--- config.mk ---
export PLATFORM = sky130hd
export DESIGN_NAME = servo_command_input_decoder
export DESIGN_NICKNAME = d
export VERILOG_FILES = /design/src/core/pin_sync.v /design/src/core/servo_command_input_decoder.v
export VERILOG_INCLUDE_DIRS = /design/src /design/src/core
export SDC_FILE = /design/constraint.sdc
export NUM_CORES = 1
export LEC_CHECK = 0
export ABC_AREA = 1
export BUFFER_PORTS_ARGS = -buffer_cell sky130_fd_sc_hd__clkbuf_2
export CAP_MARGIN = 0
export CORE_ASPECT_RATIO = 0.9
export CORE_UTILIZATION = 45
export CTS_BUF_LIST = sky130_fd_sc_hd__clkbuf_8
export DETAILED_ROUTE_END_ITERATION = 10
export PLACE_DENSITY = 0.63
export SETUP_SLACK_MARGIN = 0.3
export SLEW_MARGIN = 40
export SYNTH_ARGS = -nofsm -noshare
export SYNTH_HDL_FRONTEND = slang
export SYNTH_SLANG_ARGS = --single-unit
--- constraint.sdc ---
create_clock -name pclk -period 3.2 [get_ports pclk]
set_clock_uncertainty 0.05 [all_clocks]
set_input_delay 0.16 -clock pclk [delete_from_list [all_inputs] [get_ports pclk]]
set_output_delay 0.16 -clock pclk [all_outputs]
set_load 0.02 [all_outputs]
--- src/core/servo_cmd_regs.vh ---
/*
 * Register offsets, field positions, reset values and timing counts for
 * the servo command input decoder. Included by bare name; assumes the
 * includer uses a 25 MHz pclk.
 */
// Behaviour
// - Decode step/direction, up/down or quadrature pulses; format from setup two bits 3-5.
// - Command pulses up to 200 kpps are accepted; controller must stay below.
// - Asserting the deviation counter clear input zeroes the position error counter.
// - Setup two bit 10 picks level-held or rising-edge clearing.
// - Setup one bit 0 clear: servo enabled only while run input asserted.
// - Setup one bit 0 set: run input ignored, servo always enabled.
// - Select 0/1, or 3-5 with both speed selects off: input reduces gain.
// - Select 7, 8 or 9: input switches to alternate control mode.
// - Select 10: input locks position while speed at or below threshold.
// - Select 11: input ignores all command pulses; they no longer reach the error counter.
// - Select 3 to 6: current-limit inputs become preset speed selects.
`ifndef SERVO_CMD_REGS_VH
`define SERVO_CMD_REGS_VH

// register byte offsets
`define REG_SETUP_ONE     8'h00
`define REG_SETUP_TWO     8'h04
`define REG_FUNC_SELECT   8'h08
`define REG_HOLD_SPEED    8'h0c
`define REG_STATUS        8'h10
`define REG_ERROR_COUNT   8'h14

// field positions
`define SETUP_ONE_FORCE_ON  0
`define SETUP_TWO_FMT_LSB   3
`define SETUP_TWO_FMT_MSB   5
`define SETUP_TWO_CLR_EDGE  10
`define STAT_SERVO_ON       0
`define STAT_GAIN_REDUCE    1
`define STAT_MODE_SWITCH    2
`define STAT_POS_HOLD       3
`define STAT_INHIBIT        4
`define STAT_OVERRATE       5

// reset values
`define SETUP_ONE_RESET   32'h0000_0000
`define SETUP_TWO_RESET   32'h0000_0000
`define FUNC_SELECT_RESET 4'h0
`define HOLD_SPEED_RESET  16'h0000

// pulse format codes
`define FMT_STEP_DIR  3'h0
`define FMT_CW_CCW    3'h1
`define FMT_QUAD_X1   3'h2
`define FMT_QUAD_X2   3'h3
`define FMT_QUAD_X4   3'h4

// timing
`define CLK_KHZ            25000
`define MAX_PULSE_KPPS     200
`define MIN_PULSE_CYCLES   (`CLK_KHZ / `MAX_PULSE_KPPS)

`endif

--- src/core/pin_sync.v ---
/*
 * Two-flop synchroniser for a bundle of asynchronous pins.
 * Assumes every bit is independent; no bus coherence across bits.
 */
`timescale 1ns/100ps
module pin_sync #(
    parameter WIDTH = 1
) (
    // clock and reset
    input  wire             pclk,
    input  wire             presetn,
    // pins
    input  wire [WIDTH-1:0] pin_in,
    output wire [WIDTH-1:0] pin_out
);
    reg [WIDTH-1:0] stage_one;
    reg [WIDTH-1:0] stage_two;

    genvar i;
    generate
        for (i = 0; i < WIDTH; i = i + 1) begin : g_bit
            always @(posedge pclk or negedge presetn) begin
                if (!presetn) begin
                    stage_one[i] <= 1'b0;
                    stage_two[i] <= 1'b0;
                end else begin
                    stage_one[i] <= pin_in[i];
                    stage_two[i] <= stage_one[i];
                end
            end
        end
    endgenerate

    assign pin_out = stage_two;
endmodule // pin_sync

--- src/core/servo_command_input_decoder.v ---
/*
 * Servo command input decoder: pulse train decoding into a position
 * error counter, counter clearing, servo enable gating and the
 * multi-function input router, with an APB register slave.
 * Assumes all control pins are asynchronous to pclk and that
 * motor_speed comes from logic on pclk.
 */
// Chosen here: the register offsets and the APB slave port.
`timescale 1ns/100ps
`include "servo_cmd_regs.vh"
module servo_command_input_decoder #(
    parameter COUNT_WIDTH = 32,
    parameter SPEED_WIDTH = 16
) (
    // clock and reset
    input  wire                   pclk,
    input  wire                   presetn,
    // apb slave
    input  wire                   psel,
    input  wire                   penable,
    input  wire                   pwrite,
    input  wire [7:0]             paddr,
    input  wire [31:0]            pwdata,
    output reg  [31:0]            prdata,
    output reg                    pready,
    output reg                    pslverr,
    // command pins: a = step/down/phase a, b = direction/up/phase b
    input  wire                   cmd_pulse_a,
    input  wire                   cmd_pulse_b,
    input  wire                   deviation_counter_clear,
    input  wire                   run_input,
    input  wire                   multi_function_input,
    input  wire                   fwd_limit_input,
    input  wire                   rev_limit_input,
    // drive feedback, same clock
    input  wire signed [SPEED_WIDTH-1:0] motor_speed,
    // drive controls
    output reg                    servo_on,
    output reg                    gain_reduce_input,
    output reg                    control_mode_switch_input,
    output reg                    position_hold_input,
    output reg                    step_inhibit_input,
    output reg                    fwd_current_limit,
    output reg                    rev_current_limit,
    output reg  [1:0]             preset_speed_sel,
    output reg  [COUNT_WIDTH-1:0] error_count
);
    localparam GAP_WIDTH = 8;
    localparam integer MIN_GAP_CYCLES = `MIN_PULSE_CYCLES;
    localparam [GAP_WIDTH-1:0] MIN_GAP = MIN_GAP_CYCLES[GAP_WIDTH-1:0];

    // synchronised pins
    wire [6:0] pins_s;

    pin_sync #(
        .WIDTH (7)
    ) u_pin_sync (
        .pclk    (pclk),
        .presetn (presetn),
        .pin_in  ({rev_limit_input, fwd_limit_input,
                   multi_function_input, run_input,
                   deviation_counter_clear, cmd_pulse_b, cmd_pulse_a}),
        .pin_out (pins_s)
    );

    wire       a_s            = pins_s[0];
    wire       b_s            = pins_s[1];
    wire       clr_s          = pins_s[2];
    wire       run_s          = pins_s[3];
    wire       mf_s           = pins_s[4];
    wire       speed_select_0 = pins_s[5];
    wire       speed_select_1 = pins_s[6];

    // software registers
    reg [31:0]            setup_param_one;
    reg [31:0]            setup_param_two;
    reg [3:0]             multi_function_select;
    reg [SPEED_WIDTH-1:0] hold_speed_threshold;
    reg                   pulse_overrate;

    // edge history
    reg a_q;
    reg b_q;
    reg clr_q;

    always @(posedge pclk or negedge presetn) begin
        if (!presetn) begin
            a_q   <= 1'b0;
            b_q   <= 1'b0;
            clr_q <= 1'b0;
        end else begin
            a_q   <= a_s;
            b_q   <= b_s;
            clr_q <= clr_s;
        end
    end

    // pulse decode
    reg        step_up;
    reg        step_down;
    wire [2:0] fmt = setup_param_two[`SETUP_TWO_FMT_MSB:`SETUP_TWO_FMT_LSB];
    wire       feed_step_input             = a_s & ~a_q;
    wire       clockwise_step_input        = a_s & ~a_q;
    wire       counterclockwise_step_input = b_s & ~b_q;
    wire       a_edge  = a_s ^ a_q;
    wire       b_edge  = b_s ^ b_q;
    wire       ab_diff = a_s ^ b_s;

    // phase a leading phase b counts forward
    always @* begin
        step_up   = 1'b0;
        step_down = 1'b0;
        case (fmt)
            `FMT_STEP_DIR: begin
                step_up   = feed_step_input & ~b_s;
                step_down = feed_step_input & b_s;
            end
            `FMT_CW_CCW: begin
                // coincident pulses cancel
                step_up   = counterclockwise_step_input
                          & ~clockwise_step_input;
                step_down = clockwise_step_input
                          & ~counterclockwise_step_input;
            end
            `FMT_QUAD_X1: begin
                step_up   = a_s & ~a_q & ~b_s;
                step_down = a_s & ~a_q & b_s;
            end
            `FMT_QUAD_X2: begin
                step_up   = a_edge & ab_diff;
                step_down = a_edge & ~ab_diff;
            end
            `FMT_QUAD_X4: begin
                step_up   = (a_edge & ab_diff) | (b_edge & ~ab_diff);
                step_down = (a_edge & ~ab_diff) | (b_edge & ab_diff);
            end
            default: begin
                // reserved codes count nothing rather than guess
            end
        endcase
    end

    // multi-function routing
    wire [SPEED_WIDTH-1:0] speed_mag;

    wire   sel_gain_a  = (multi_function_select == 4'h0)
                       | (multi_function_select == 4'h1);
    wire   sel_gain_b  = (multi_function_select >= 4'h3)
                       & (multi_function_select <= 4'h5);
    wire   sel_speed   = (multi_function_select >= 4'h3)
                       & (multi_function_select <= 4'h6);
    wire   sel_mode    = (multi_function_select >= 4'h7)
                       & (multi_function_select <= 4'h9);
    wire   sel_hold    = (multi_function_select == 4'ha);
    wire   sel_inhibit = (multi_function_select == 4'hb);

    assign speed_mag = motor_speed[SPEED_WIDTH-1] ?
                       (~motor_speed + 1'b1) : motor_speed;

    wire   next_gain = mf_s & (sel_gain_a
                     | (sel_gain_b & ~speed_select_0 & ~speed_select_1));
    wire   next_mode = mf_s & sel_mode;
    wire   next_hold = mf_s & sel_hold
                     & (speed_mag <= hold_speed_threshold);
    wire   next_inhibit = mf_s & sel_inhibit;
    wire   next_servo_on = setup_param_one[`SETUP_ONE_FORCE_ON]
                         | run_s;

    always @(posedge pclk or negedge presetn) begin
        if (!presetn) begin
            servo_on                  <= 1'b0;
            gain_reduce_input         <= 1'b0;
            control_mode_switch_input <= 1'b0;
            position_hold_input       <= 1'b0;
            step_inhibit_input        <= 1'b0;
            fwd_current_limit         <= 1'b0;
            rev_current_limit         <= 1'b0;
            preset_speed_sel          <= 2'h0;
        end else begin
            servo_on                  <= next_servo_on;
            gain_reduce_input         <= next_gain;
            control_mode_switch_input <= next_mode;
            position_hold_input       <= next_hold;
            step_inhibit_input        <= next_inhibit;
            if (sel_speed) begin
                fwd_current_limit <= 1'b0;
                rev_current_limit <= 1'b0;
                preset_speed_sel  <= {speed_select_1, speed_select_0};
            end else begin
                fwd_current_limit <= speed_select_0;
                rev_current_limit <= speed_select_1;
                preset_speed_sel  <= 2'h0;
            end
        end
    end

    // position error counter
    wire clear_now;
    wire count_up;
    wire count_down;

    assign clear_now = setup_param_two[`SETUP_TWO_CLR_EDGE] ?
                       (clr_s & ~clr_q) : clr_s;
    // inhibit is decided from the live input so no pulse slips through
    assign count_up   = step_up & ~next_inhibit;
    assign count_down = step_down & ~next_inhibit;

    always @(posedge pclk or negedge presetn) begin
        if (!presetn) begin
            error_count <= {COUNT_WIDTH{1'b0}};
        end else if (clear_now) begin
            error_count <= {COUNT_WIDTH{1'b0}};
        end else if (count_up) begin
            error_count <= error_count + 1'b1;
        end else if (count_down) begin
            error_count <= error_count - 1'b1;
        end
    end

    // pulse rate watch: edges closer than the rated period flag overrate
    reg  [GAP_WIDTH-1:0] pulse_gap;
    wire                 any_step;
    wire                 rate_fault;

    assign any_step   = step_up | step_down;
    assign rate_fault = any_step & (pulse_gap < MIN_GAP);

    always @(posedge pclk or negedge presetn) begin
        if (!presetn) begin
            pulse_gap <= MIN_GAP;
        end else if (any_step) begin
            pulse_gap <= {{(GAP_WIDTH-1){1'b0}}, 1'b1};
        end else if (pulse_gap < MIN_GAP) begin
            pulse_gap <= pulse_gap + 1'b1;
        end
    end

    // apb slave, one wait state so read data leaves a flip-flop
    wire apb_access;
    wire apb_write;
    wire addr_ok;
    reg  [31:0] next_prdata;

    assign apb_access = psel & penable & ~pready;
    assign apb_write  = psel & penable & pready & pwrite;
    assign addr_ok    = (paddr == `REG_SETUP_ONE)
                      | (paddr == `REG_SETUP_TWO)
                      | (paddr == `REG_FUNC_SELECT)
                      | (paddr == `REG_HOLD_SPEED)
                      | (paddr == `REG_STATUS)
                      | (paddr == `REG_ERROR_COUNT);

    always @* begin
        next_prdata = 32'h0000_0000;
        if (paddr == `REG_SETUP_ONE) begin
            next_prdata = setup_param_one;
        end else if (paddr == `REG_SETUP_TWO) begin
            next_prdata = setup_param_two;
        end else if (paddr == `REG_FUNC_SELECT) begin
            next_prdata[3:0] = multi_function_select;
        end else if (paddr == `REG_HOLD_SPEED) begin
            next_prdata[SPEED_WIDTH-1:0] = hold_speed_threshold;
        end else if (paddr == `REG_STATUS) begin
            next_prdata[`STAT_SERVO_ON]    = servo_on;
            next_prdata[`STAT_GAIN_REDUCE] = gain_reduce_input;
            next_prdata[`STAT_MODE_SWITCH] = control_mode_switch_input;
            next_prdata[`STAT_POS_HOLD]    = position_hold_input;
            next_prdata[`STAT_INHIBIT]     = step_inhibit_input;
            next_prdata[`STAT_OVERRATE]    = pulse_overrate;
        end else if (paddr == `REG_ERROR_COUNT) begin
            next_prdata = error_count;
        end
    end

    always @(posedge pclk or negedge presetn) begin
        if (!presetn) begin
            pready  <= 1'b0;
            pslverr <= 1'b0;
            prdata  <= 32'h0000_0000;
        end else if (apb_access) begin
            pready  <= 1'b1;
            pslverr <= ~addr_ok;
            prdata  <= pwrite ? 32'h0000_0000 : next_prdata;
        end else begin
            pready  <= 1'b0;
            pslverr <= 1'b0;
            prdata  <= 32'h0000_0000;
        end
    end

    always @(posedge pclk or negedge presetn) begin
        if (!presetn) begin
            setup_param_one       <= `SETUP_ONE_RESET;
            setup_param_two       <= `SETUP_TWO_RESET;
            multi_function_select <= `FUNC_SELECT_RESET;
            hold_speed_threshold  <= `HOLD_SPEED_RESET;
        end else if (apb_write) begin
            if (paddr == `REG_SETUP_ONE) begin
                setup_param_one <= pwdata;
            end else if (paddr == `REG_SETUP_TWO) begin
                setup_param_two <= pwdata;
            end else if (paddr == `REG_FUNC_SELECT) begin
                multi_function_select <= pwdata[3:0];
            end else if (paddr == `REG_HOLD_SPEED) begin
                hold_speed_threshold <= pwdata[SPEED_WIDTH-1:0];
            end
        end
    end

    // sticky overrate, write one to clear; a new fault wins the clear
    always @(posedge pclk or negedge presetn) begin
        if (!presetn) begin
            pulse_overrate <= 1'b0;
        end else if (rate_fault) begin
            pulse_overrate <= 1'b1;
        end else if (apb_write && (paddr == `REG_STATUS)
                     && pwdata[`STAT_OVERRATE]) begin
            pulse_overrate <= 1'b0;
        end
    end
endmodule // servo_command_input_decoder

Word level (Yosys, flattened, before mapping)
Cells that the tools add are included.
{ "op_classes": {"n_mux": 27, "bitwise_logic": 58, "mul": 0, "n_shift": 0, "n_reduce_logical": 13, "n_eq_ne": 12, "add_sub_neg": 4, "n_div": 0, "n_lt_le_gt_ge": 7} }
{ "ops": {"columns": ["op", "n"], "rows": [
  ["$mux W32", 8],
  ["$mux W16", 3],
  ["$add A32 B1 Y32 const B", 1],
  ["$sub A32 B1 Y32 const B", 1],
  ["$and A1 B1 Y1", 28],
  ["$mux W28", 1],
  ["$mux W26", 1],
  ["$add A16 B1 Y16 const B", 1],
  ["$eq A8 B4 Y1 const B", 2],
  ["$eq A8 B5 Y1 const B", 2],
  ["$le A16 B16 Y1", 1],
  ["$mux W8", 2],
  ["$not A16 Y16", 1],
  ["$not A1 Y1", 15],
  ["$or A1 B1 Y1", 11],
  ["$add A8 B1 Y8 const B", 1],
  ["$eq A4 B4 Y1 const B", 2],
  ["$eq A8 B3 Y1 const B", 1],
  ["$le A4 B3 Y1 const B", 2],
  ["$logic_not A8 Y1", 1],
  ["$lt A8 B7 Y1 const B", 1],
  ["$pmux W1 S4", 2],
  ["$mux W1", 7],
  ["$eq A3 B2 Y1 const B", 2],
  ["other kinds (20)", 24]
]} }
{ "word_totals": {"mem_count": 0, "romBits": 0, "latch_bits": 0, "inputBits": 68, "ramBits": 0, "register_bits": 185} }

Depth between registers and ports, before layout
Gate-level depths: netlist of the first run.
{ "logic_depth": {"word_depth": 9, "depth_mapped": 22} }

Cells and area by module
Synthesis of the first run repeated with hierarchy kept, for this count alone.
{ "unflattened": {"hier_cells": 1472, "hier_area_um2": 10931.7} }
{ "by_module_without_submodules": {"columns": ["module", "area_each_um2", "n_inst", "seq_area_each_um2", "cells_each"], "rows": [
  ["servo_command_input_decoder", 10581.4, 1, 4286.6, 1458],
  ["pin_sync", 350.3, 1, 350.3, 14]
]} }

Worst setup path before layout of the first run
Ideal clock, no wire load.
{ "synth_path": {"path_type": "reg2reg", "start": "register u_pin_sync.stage_two[0] (netlist: u_pin_sync.pin_out[0])", "end": "register error_count[15]", "slack_ps": -227, "synth_period_minus_slack_ps": 3427, "setup_time_ps": 119, "arrival_time_ps": 3258, "required_ps": 3031, "path_buffers": 0, "stages_incl_launch_ff": 17, "cell_sequence": "dfrtp_1 ha_1 inv_1 nand2_1 nor2_1 nor2_4 nand3_1 nand2_1 ha_1 or2_1 nand3_1 nand2_1 nand2_1 nand2_1 or2_2 nand2_1 a21oi_2"} }
{ "synth_between": {"elab_chain_len": 8, "elab_cells_between_ends": 22} }
{ "synth_rtl": {"columns": ["element", "line_no", "source"], "rows": [
  ["from (decl)", "pin_sync.v:17", "reg [WIDTH-1:0] stage_two;"],
  ["from (signal, indexed assignment)", "pin_sync.v:28", "stage_two[i] <= stage_one[i];"],
  ["$xor A1 B1 Y1", "servo_command_input_decoder.v:107", "wire ab_diff = a_s ^ b_s;"],
  ["$not A1 Y1", "servo_command_input_decoder.v:131, servo_command_input_decoder.v:134, servo_command_input_decoder.v:135", null],
  ["$and A1 B1 Y1", "servo_command_input_decoder.v:134", "step_up = (a_edge & ab_diff) | (b_edge & ~ab_diff);"],
  ["$or A1 B1 Y1", "servo_command_input_decoder.v:134", null],
  ["$pmux W1 S4", "servo_command_input_decoder.v:113", "case (fmt)"],
  ["$and A1 B1 Y1", "servo_command_input_decoder.v:205", "assign count_up = step_up & ~next_inhibit;"],
  ["$mux W32", "servo_command_input_decoder.v:213", "end else if (count_up) begin"],
  ["$mux W32", "servo_command_input_decoder.v:211", "end else if (clear_now) begin"],
  ["to (signal assigned)", "servo_command_input_decoder.v:210", "error_count <= {COUNT_WIDTH{1'b0}};"],
  ["to (signal assigned)", "servo_command_input_decoder.v:212", "error_count <= {COUNT_WIDTH{1'b0}};"],
  ["to (signal assigned)", "servo_command_input_decoder.v:214", "error_count <= error_count + 1'b1;"],
  ["to (decl)", "servo_command_input_decoder.v:46", "output reg [COUNT_WIDTH-1:0] error_count"]
]} }
Parallel ways exist; a longest one is shown, timed or not.
A chain may end at the register's enable or synchronous reset.

Worst setup path in the final report of the first run
{ "layout_path": {"start": "register u_pin_sync.stage_two[0] (netlist: u_pin_sync.pin_out[0])", "end": "register error_count[14]"} }
The elaborated chain is that of the path after synthesis.

==> summary.md, run 1 <==
| Metric | Value |
|---|---|
| Effective utilization at floorplan | 46.3% |
| P&R area growth vs syn | 24.1% |
| CTS H-tree lvls | 4 |
| Terminus of the critical flop-to-flop path | error_count[14]$_DFFE_PN0P_ |
| All-Layer GR Usage | about a quarter |
| Initial antenna violation count | 0 |
| Width of the die | 166 um |
| Cell Rows | 53 |
| Cell taking the most area after synthesis | sky130_fd_sc_hd__dfrtp_1 |
| Via count | 10200 |
| Fraction of synthesis flops using an asynchronous set or reset pin | between 90% and 100% |
| Req. time, crit path | ~3.5 ns |
| Leading cell types by total area after synthesis | sky130_fd_sc_hd__dfrtp_1 (41%), sky130_fd_sc_hd__nand2_1 (15%), sky130_fd_sc_hd__inv_1 (7.0%) |
| Average routed wire per standard cell | roughly 16 um |
| Hold wc startpoint | pwdata[0] |
| Instance count along the most critical hold path | 3 |
| Sequential cell area fraction in the yosys report | a little over two fifths |
| Latest clock arrival within the worst-skew pair | 0.47 ns |
| Count of pins over their slew limit | 0 |
| Estimated wirelength of the detail-placed design | around 22 mm |
| Netlist cell types | 48 |
| Nets | 1784 |
| Startpoint Class | register |
| Failing checks | design-rule violations |
| Result of the run | finished with violations |
| Slew at the pin closest to its max-slew limit | 0.707 ns |
| Largest fanout on the critical path | 9 |
| Min cycle time layout | roughly 2.8 ns |
| Die ar. | 0.0249 mm2 |
| Max frequency | 354 MHz |
| CTS sink cnt | 185 |
| DR pass1 iterations | 8 |
| Netlist area before placement | between 0.01 and 0.015 mm2 |
| Area of the multi-input gates | 0.00594 mm2 |
| Number of max-cap violations | 0 |
| Cell at the root of the clock tree | sky130_fd_sc_hd__clkbuf_8 |
| Global placement routability congestion | approximately 0.92 |
| Fraction of the core area covered by cells at the end of the flow | 57.5% |
| Total wire length | around 32 mm |
| Post-layout instance count excluding filler cells | between 1500 and 2000 |
| Via-per-instance ratio | 5.19 |
| Global-route wire length before repair | 49.9 mm |
| Final Hold Viols | 0 |
| Post-route cell area | 0.0136 mm2 |
| Remaining antenna violation count after routing | 0 |
| Arrival time worst endpoint | ~3.1 ns |
| Register-to-Register Setup Slack | between 0.3 and 0.4 ns |
| Worst hold-check path type | in -> reg |
| Syn Nets | 1599 |
| RSZ-0062 raised after global routing | yes |
| Synthesized flop and latch total | 185 |
| Count of routing violations after the opening detailed-route iteration | 736 |
| Static leakage | 0.00697 uW |
| Yosys top cell area share | 41.0% |
| Kind of critical path | reg -> reg |
| Vias in the first global route | 9364 |
| Core box area | 0.0236 mm2 |
| Hold Path End | hold_speed_threshold[0]$_DFFE_PN0P_ |
| Clock Tree Buf Depth | 2 |
| VDD IR-drop max | 0.000262 V |
| Layout fillers | 2280 |
| Number of buffers inserted during clock tree synthesis | 17 |
| Storage cell area | 0.00464 mm2 |
| Total I/O pin count | 143 |
| Reg-to-reg critical path startpoint | u_pin_sync.pin_out[0]$_DFF_PN0_ |
| Maximum number of pins on one net before global-route repair | 84 |
| Setup violation total in the final timing report | 0 |
| Port-buffer cells | 142 |
| Post-Syn Instances | 1472 |
| Cells after DPL | 1889 |
| Worst reg-to-reg path cell count | 17 |
| Post-synthesis average cell area | 7.43 um2 |
| Fraction of final layout cells with drive strength greater than 1 | 21.6% |
| Number of synthesized flops with an enable pin | 0 |
| Antenna diode instance count | 0 |
| Sum Neg Setup Slack | 0 ns |
| Share of the clock period used by the worst path | 88.4% |
| Total placed instance area | around 0.012 mm2 |
| Global route total overflow | 0 |
| CTS tree | yes |
| Critical Path Source | u_pin_sync.pin_out[0]$_DFF_PN0_ |
| Warnings from Yosys | 0 |
| Endpoint type of the worst setup path | register |
| Power density cells | about 570 mW/mm2 |
| Die Y | 150 um |
| Max-slew headroom at the worst pin | 52.7% |
| Clock Pin Slew Worst Setup and Hold Paths | around 0.11 ns |
| Total Power | 7700 uW |
| Ys flop type | sky130_fd_sc_hd__dfrtp_1 |
| Remaining routing DRC violations | 4 |
timing repair:
action,4_1_cts,5_1_grt
hold buffers,41,0
buffers inserted,1,3
pin swaps,0,13
hold endpoints to repair,161,0
gates resized for setup,8,129
gates cloned,0,6
setup endpoints to repair,21,24
layout make-up:
| class | instances | area share (%) |
|---|---|---|
| clock inverters | 14 | 1.40 |
| clock buffers | 17 | 1.72 |
| well taps | 302 | 2.78 |
| flip-flops and latches | 185 | 34.2 |
| inverters | 213 | 5.91 |
| multi-input cells | 1036 | 43.8 |
| repair buffers | 204 | 10.2 |
cells in the mapped netlist (17+ instances only):
| library cell | n |
|---|---|
| sky130_fd_sc_hd__dfrtp_1 | 179 |
| sky130_fd_sc_hd__nand2_1 | 445 |
| sky130_fd_sc_hd__o21ai_1 | 31 |
| sky130_fd_sc_hd__nor2_1 | 95 |
| sky130_fd_sc_hd__inv_1 | 204 |
| sky130_fd_sc_hd__nand3_1 | 94 |
| sky130_fd_sc_hd__clkbuf_1 | 18 |
| sky130_fd_sc_hd__o21ai_0 | 98 |
| sky130_fd_sc_hd__o211ai_1 | 17 |
| sky130_fd_sc_hd__nor3_1 | 17 |
| sky130_fd_sc_hd__ha_1 | 58 |
| sky130_fd_sc_hd__a21oi_1 | 64 |
how the worst max path moves through the flow:
stage | end | slack (ns) | depth (start not counted)
global placement | error_count[25]$_DFFE_PN0P_ | 0.19 | 18
global route | error_count[24]$_DFFE_PN0P_ | 0.26 | 19
finish | error_count[14]$_DFFE_PN0P_ | 0.37 | 17
detailed placement | error_count[26]$_DFFE_PN0P_ | 0.14 | 18
floorplan | error_count[15]$_DFFE_PN0P_ | 0.33 | 16
CTS | error_count[11]$_DFFE_PN0P_ | 0.27 | 16
worst max-delay path, cell delays in order, from the launching register on:
cell and delay (ns):
sky130_fd_sc_hd__dfrtp_1 0.42, sky130_fd_sc_hd__buf_4 0.16, sky130_fd_sc_hd__inv_1 0.07, sky130_fd_sc_hd__nand2_1 0.10, sky130_fd_sc_hd__nand2_2 0.09, sky130_fd_sc_hd__nand3_2 0.11
sky130_fd_sc_hd__nand3_4 0.12, sky130_fd_sc_hd__nand2_8 0.11, sky130_fd_sc_hd__buf_6 0.19, sky130_fd_sc_hd__ha_1 0.34, sky130_fd_sc_hd__nand2_1 0.07, sky130_fd_sc_hd__nand2_1 0.10
sky130_fd_sc_hd__nand2_1 0.11, sky130_fd_sc_hd__nand2_1 0.07, sky130_fd_sc_hd__a21oi_1 0.16, sky130_fd_sc_hd__nand2_2 0.12, sky130_fd_sc_hd__xnor2_1 0.21, sky130_fd_sc_hd__o21ai_0 0.10
kinds of logic (layout without fill, tap and decap cells):
| logic type | count (synthesis) | after routing | share of synthesized area (%) |
|---|---|---|---|
| AND/OR/NAND/NOR | 711 | 711 | 27.5 |
| AO/OA/AOI/OAI | 246 | 246 | 12.5 |
| flip-flops | 185 | 185 | 42.4 |
| adder cells (fa/ha/maj) | 59 | 59 | 6.82 |
| buffers and inverters | 251 | 448 | 9.14 |
| XOR/XNOR | 20 | 20 | 1.60 |
metal layers:
metal,wire (um),global-route usage [%],vias to the layer above
met5,0,0,-
met4,394,5.23,0
met3,2050,3.91,28
met2,14300,38.5,282
met1,15500,39.1,4836
li1,-,-,5086
cells in the final DEF, fill, tap and decap left out, types with 3 or more instances in the layout:
master	n
sky130_fd_sc_hd__nand2_1	414
sky130_fd_sc_hd__inv_1	203
sky130_fd_sc_hd__dfrtp_1	177
sky130_fd_sc_hd__clkbuf_2	141
sky130_fd_sc_hd__o21ai_0	94
sky130_fd_sc_hd__nand3_1	85
sky130_fd_sc_hd__nor2_1	72
sky130_fd_sc_hd__a21oi_1	55
sky130_fd_sc_hd__dlygate4sd3_1	41
sky130_fd_sc_hd__nand2_2	38
sky130_fd_sc_hd__o21ai_1	35
sky130_fd_sc_hd__nor2_2	30
sky130_fd_sc_hd__ha_1	29
sky130_fd_sc_hd__ha_4	27
sky130_fd_sc_hd__clkbuf_8	18
sky130_fd_sc_hd__o211ai_1	17
sky130_fd_sc_hd__nand4_1	16
sky130_fd_sc_hd__a21oi_2	16
sky130_fd_sc_hd__buf_4	12
sky130_fd_sc_hd__xor2_1	11
sky130_fd_sc_hd__a31oi_1	10
sky130_fd_sc_hd__nor3_1	9
sky130_fd_sc_hd__xnor2_1	9
sky130_fd_sc_hd__inv_2	8
sky130_fd_sc_hd__nor3_2	8
sky130_fd_sc_hd__nand3_2	8
sky130_fd_sc_hd__nand3b_1	8
sky130_fd_sc_hd__nor2_4	7
sky130_fd_sc_hd__o21bai_1	6
sky130_fd_sc_hd__dfstp_2	6
sky130_fd_sc_hd__inv_8	5
sky130_fd_sc_hd__o21ai_2	4
sky130_fd_sc_hd__clkinv_8	4
sky130_fd_sc_hd__o31ai_1	3
sky130_fd_sc_hd__or2_2	3
sky130_fd_sc_hd__clkbuf_16	3
sky130_fd_sc_hd__buf_6	3
sky130_fd_sc_hd__buf_12	3
flip-flops by register name (all words and copies together) (netlist names), 2 cells and up:
signal and cells:
error_count 32, u_pin_sync.pin_out 7, preset_speed_sel 2, setup_param_two 32, multi_function_select 4, hold_speed_threshold 16, u_pin_sync.stage_one 7, prdata 32
pulse_gap 8, setup_param_one 32
stage by stage:
step | hold WS [ns] | worst slack [ns]
after global placement | 0.206 | 0.192
after CTS | 0.0176 | 0.272
final | 0.0155 | 0.372
after global routing | 0.0359 | 0.255
after detailed placement | 0.211 | 0.145
after floorplan | -0.186 | 0.334
power by group:
group / switching [uW] / internal [uW]
Clock: 1010 / 675
Combinational: 2040 / 1220
Sequential: 270 / 2480
(Power assumes the default switching activity.)
==> run 2, diff against run 1 <==
--- a/config.mk
+++ b/config.mk
@@ -11,3 +11,2 @@
 export CAP_MARGIN = 0
-export CORE_ASPECT_RATIO = 0.9
 export CORE_UTILIZATION = 45
==> constraint.sdc (replaced) <==
create_clock -name pclk -period 3.2 [get_ports pclk]
set_clock_uncertainty 0.05 [all_clocks]
set_input_delay 0.8 -clock pclk [delete_from_list [all_inputs] [get_ports pclk]]
set_output_delay 0.8 -clock pclk [all_outputs]
set_load 0.02 [all_outputs]
==> run 2 against run 1 <==
- the run now ends clean
- routed wire length decreased by 2.5%
- largest power group unchanged
- register-to-register slack lost 0.04 ns
- clock-buffer cell count grew 1
- global-route usage about the same
- die area is essentially flat
==> summary.md, run 2 (synthesis results as in run 1) <==
| Metric | Value |
|---|---|
| Worst hold-check path type | in -> async |
| Gr busiest metal | met2 |
| Via-per-instance ratio | 5.20 |
| DR pass1 iterations | 5 |
| Req. time, crit path | 3.50 ns |
| CTS hold repair buffers | 0 |
| RSZ-0062 raised after global routing | yes |
| CTS tree | yes |
| Clock Pin Slew Worst Setup and Hold Paths | ~0.11 ns |
| CTS H-tree lvls | 4 |
| Vias in the first global route | between 9000 and 10000 |
| Fraction of final layout cells with drive strength greater than 1 | 21.6% |
| Result of the run | complete, no violations |
| Kind of critical path | reg -> reg |
| Met1 routing resource usage after global routing | 38.7% |
| P&R area growth vs syn | 19.7% |
| Endpoint type of the worst setup path | register |
| Power density cells | about 580 mW/mm2 |
| All-Layer GR Usage | 25.7% |
| Count of pins over their slew limit | 0 |
| Average routed wire per standard cell | approximately 16 um |
| Cell at the root of the clock tree | sky130_fd_sc_hd__clkbuf_8 |
| Dpl ws | -0.0144 ns |
| Die Y | around 160 um |
| Final worst-path setup slack | around 0.33 ns |
| Startpoint Class | register |
| Effective utilization at floorplan | 46.2% |
| Most used cells in the layout excluding fill and tap cells | sky130_fd_sc_hd__nand2_1 (423), sky130_fd_sc_hd__inv_1 (201), sky130_fd_sc_hd__dfrtp_1 (178) |
| Share of the clock period used by the worst path | between 80% and 90% |
| Maximum number of pins on one net before global-route repair | 66 |
| Post-route cell area | 0.0131 mm2 |
| Via count | 10200 |
| Setup violation total in the final timing report | 0 |
| VDD IR-drop max | 0.000239 V |
| Port-buffer cells | 142 |
| Global routing met2 resource utilization | 39.1% |
| Global-route wire length before repair | 49.1 mm |
| Number of max-cap violations | 0 |
| Largest fanout on the critical path | 6 |
| Antenna diode instance count | 0 |
| CTS sink cnt | roughly 190 |
| Total wire length | 31.4 mm |
| Sum Neg Setup Slack | 0 ns |
| Remaining routing DRC violations | 0 |
| Total placed instance area | 0.0120 mm2 |
| Static leakage | around 0.0068 uW |
| Final Hold Viols | 0 |
| Initial antenna violation count | 0 |
| Global route total overflow | 0 |
| Nets | 1752 |
| Min cycle time layout | 2.87 ns |
| Global placement routability congestion | 0.928 |
| Total I/O pin count | approximately 140 |
| Fraction of the core area covered by cells at the end of the flow | 55.3% |
| Met3 layer usage reported by global route | ~3.7% |
| Number of buffers inserted during clock tree synthesis | 17 |
| Most common library cell in the layout ignoring fill and taps | sky130_fd_sc_hd__nand2_1 |
| Remaining antenna violation count after routing | 0 |
| Max-slew headroom at the worst pin | 55.2% |
| Latest clock arrival within the worst-skew pair | 0.47 ns |
| Total Power | 7540 uW |
| Width of the die | ~160 um |
| Arrival time worst endpoint | roughly 3.2 ns |
| Cell Rows | 56 |
| Count of routing violations after the opening detailed-route iteration | 837 |
| Estimated wirelength of the detail-placed design | ~23 mm |
| Clock Tree Buf Depth | 2 |
| Max frequency | 349 MHz |
| Die ar. | 0.0249 mm2 |
| Slew at the pin closest to its max-slew limit | 0.670 ns |
| Core box area | 0.0237 mm2 |
## run 2: final cells by class
class                   instances  area [um2]
multi-input cells            1037        5840
clock buffers                  18         248
clock inverters                13         158
well taps                     319         399
inverters                     213         802
repair buffers                171        1000
fillers                      2280       10600
flip-flops and latches        185        4640
## run 2: power breakdown
| part | leakage (uW) | internal [uW] | switching (uW) |
|---|---|---|---|
| clock | 0.000206 | 673 | 958 |
| sequential | 0.00248 | 2480 | 248 |
| combinational | 0.00413 | 1150 | 2020 |
## run 2: stage by stage
stage               cells  hold WS, ns
floorplan            1472        0.281
global placement     1913        0.283
detailed placement   1913        0.286
CTS                  1948        0.287
global route         1956        0.301
finish               1956        0.279
## run 2: critical path, stage by stage, from the launching register on
cell	delay, ns
sky130_fd_sc_hd__dfrtp_1	0.48
sky130_fd_sc_hd__nand2_1	0.12
sky130_fd_sc_hd__nor2_1	0.20
sky130_fd_sc_hd__nand3_2	0.16
sky130_fd_sc_hd__nand3_4	0.14
sky130_fd_sc_hd__nand2_8	0.10
sky130_fd_sc_hd__buf_4	0.16
sky130_fd_sc_hd__ha_4	0.23
sky130_fd_sc_hd__or2_4	0.24
sky130_fd_sc_hd__nand3_1	0.11
sky130_fd_sc_hd__nand2_2	0.10
sky130_fd_sc_hd__nand2_1	0.08
sky130_fd_sc_hd__nand2_2	0.09
sky130_fd_sc_hd__or2_2	0.28
sky130_fd_sc_hd__nand3_1	0.13
sky130_fd_sc_hd__a21oi_2	0.07
## run 2: worst paths after layout
kind | from | end | slack [ns] | depth (start not counted)
max | setup_param_two[4]$_DFFE_PN0P_ | error_count[11]$_DFFE_PN0P_ | 0.33 | 15
max in group asynchronous | presetn | control_mode_switch_input$_DFF_PN0_ | 2.07 | 2
max reg2reg | setup_param_two[4]$_DFFE_PN0P_ | error_count[11]$_DFFE_PN0P_ | 0.33 | 15
min in group pclk | u_pin_sync.stage_one[5]$_DFF_PN0_ | u_pin_sync.pin_out[5]$_DFF_PN0_ | 0.31 | 0
min reg2reg | u_pin_sync.stage_one[5]$_DFF_PN0_ | u_pin_sync.pin_out[5]$_DFF_PN0_ | 0.31 | 0
min | presetn | error_count[25]$_DFFE_PN0P_ | 0.28 | 1
## run 2: metal layers
layer | vias to the layer above | share of wire (%)
li1 | 5038 | -
met1 | 4785 | 48
met2 | 312 | 45
met3 | 27 | 5.2
met4 | 0 | 0.99
met5 | - | 0
## run 2: repair_timing
item,4_1_cts,5_1_grt
pin swaps,5,12
buffers inserted,3,7
resized for setup,27,84
gates cloned,1,1
endpoints found under the setup margin,23,24
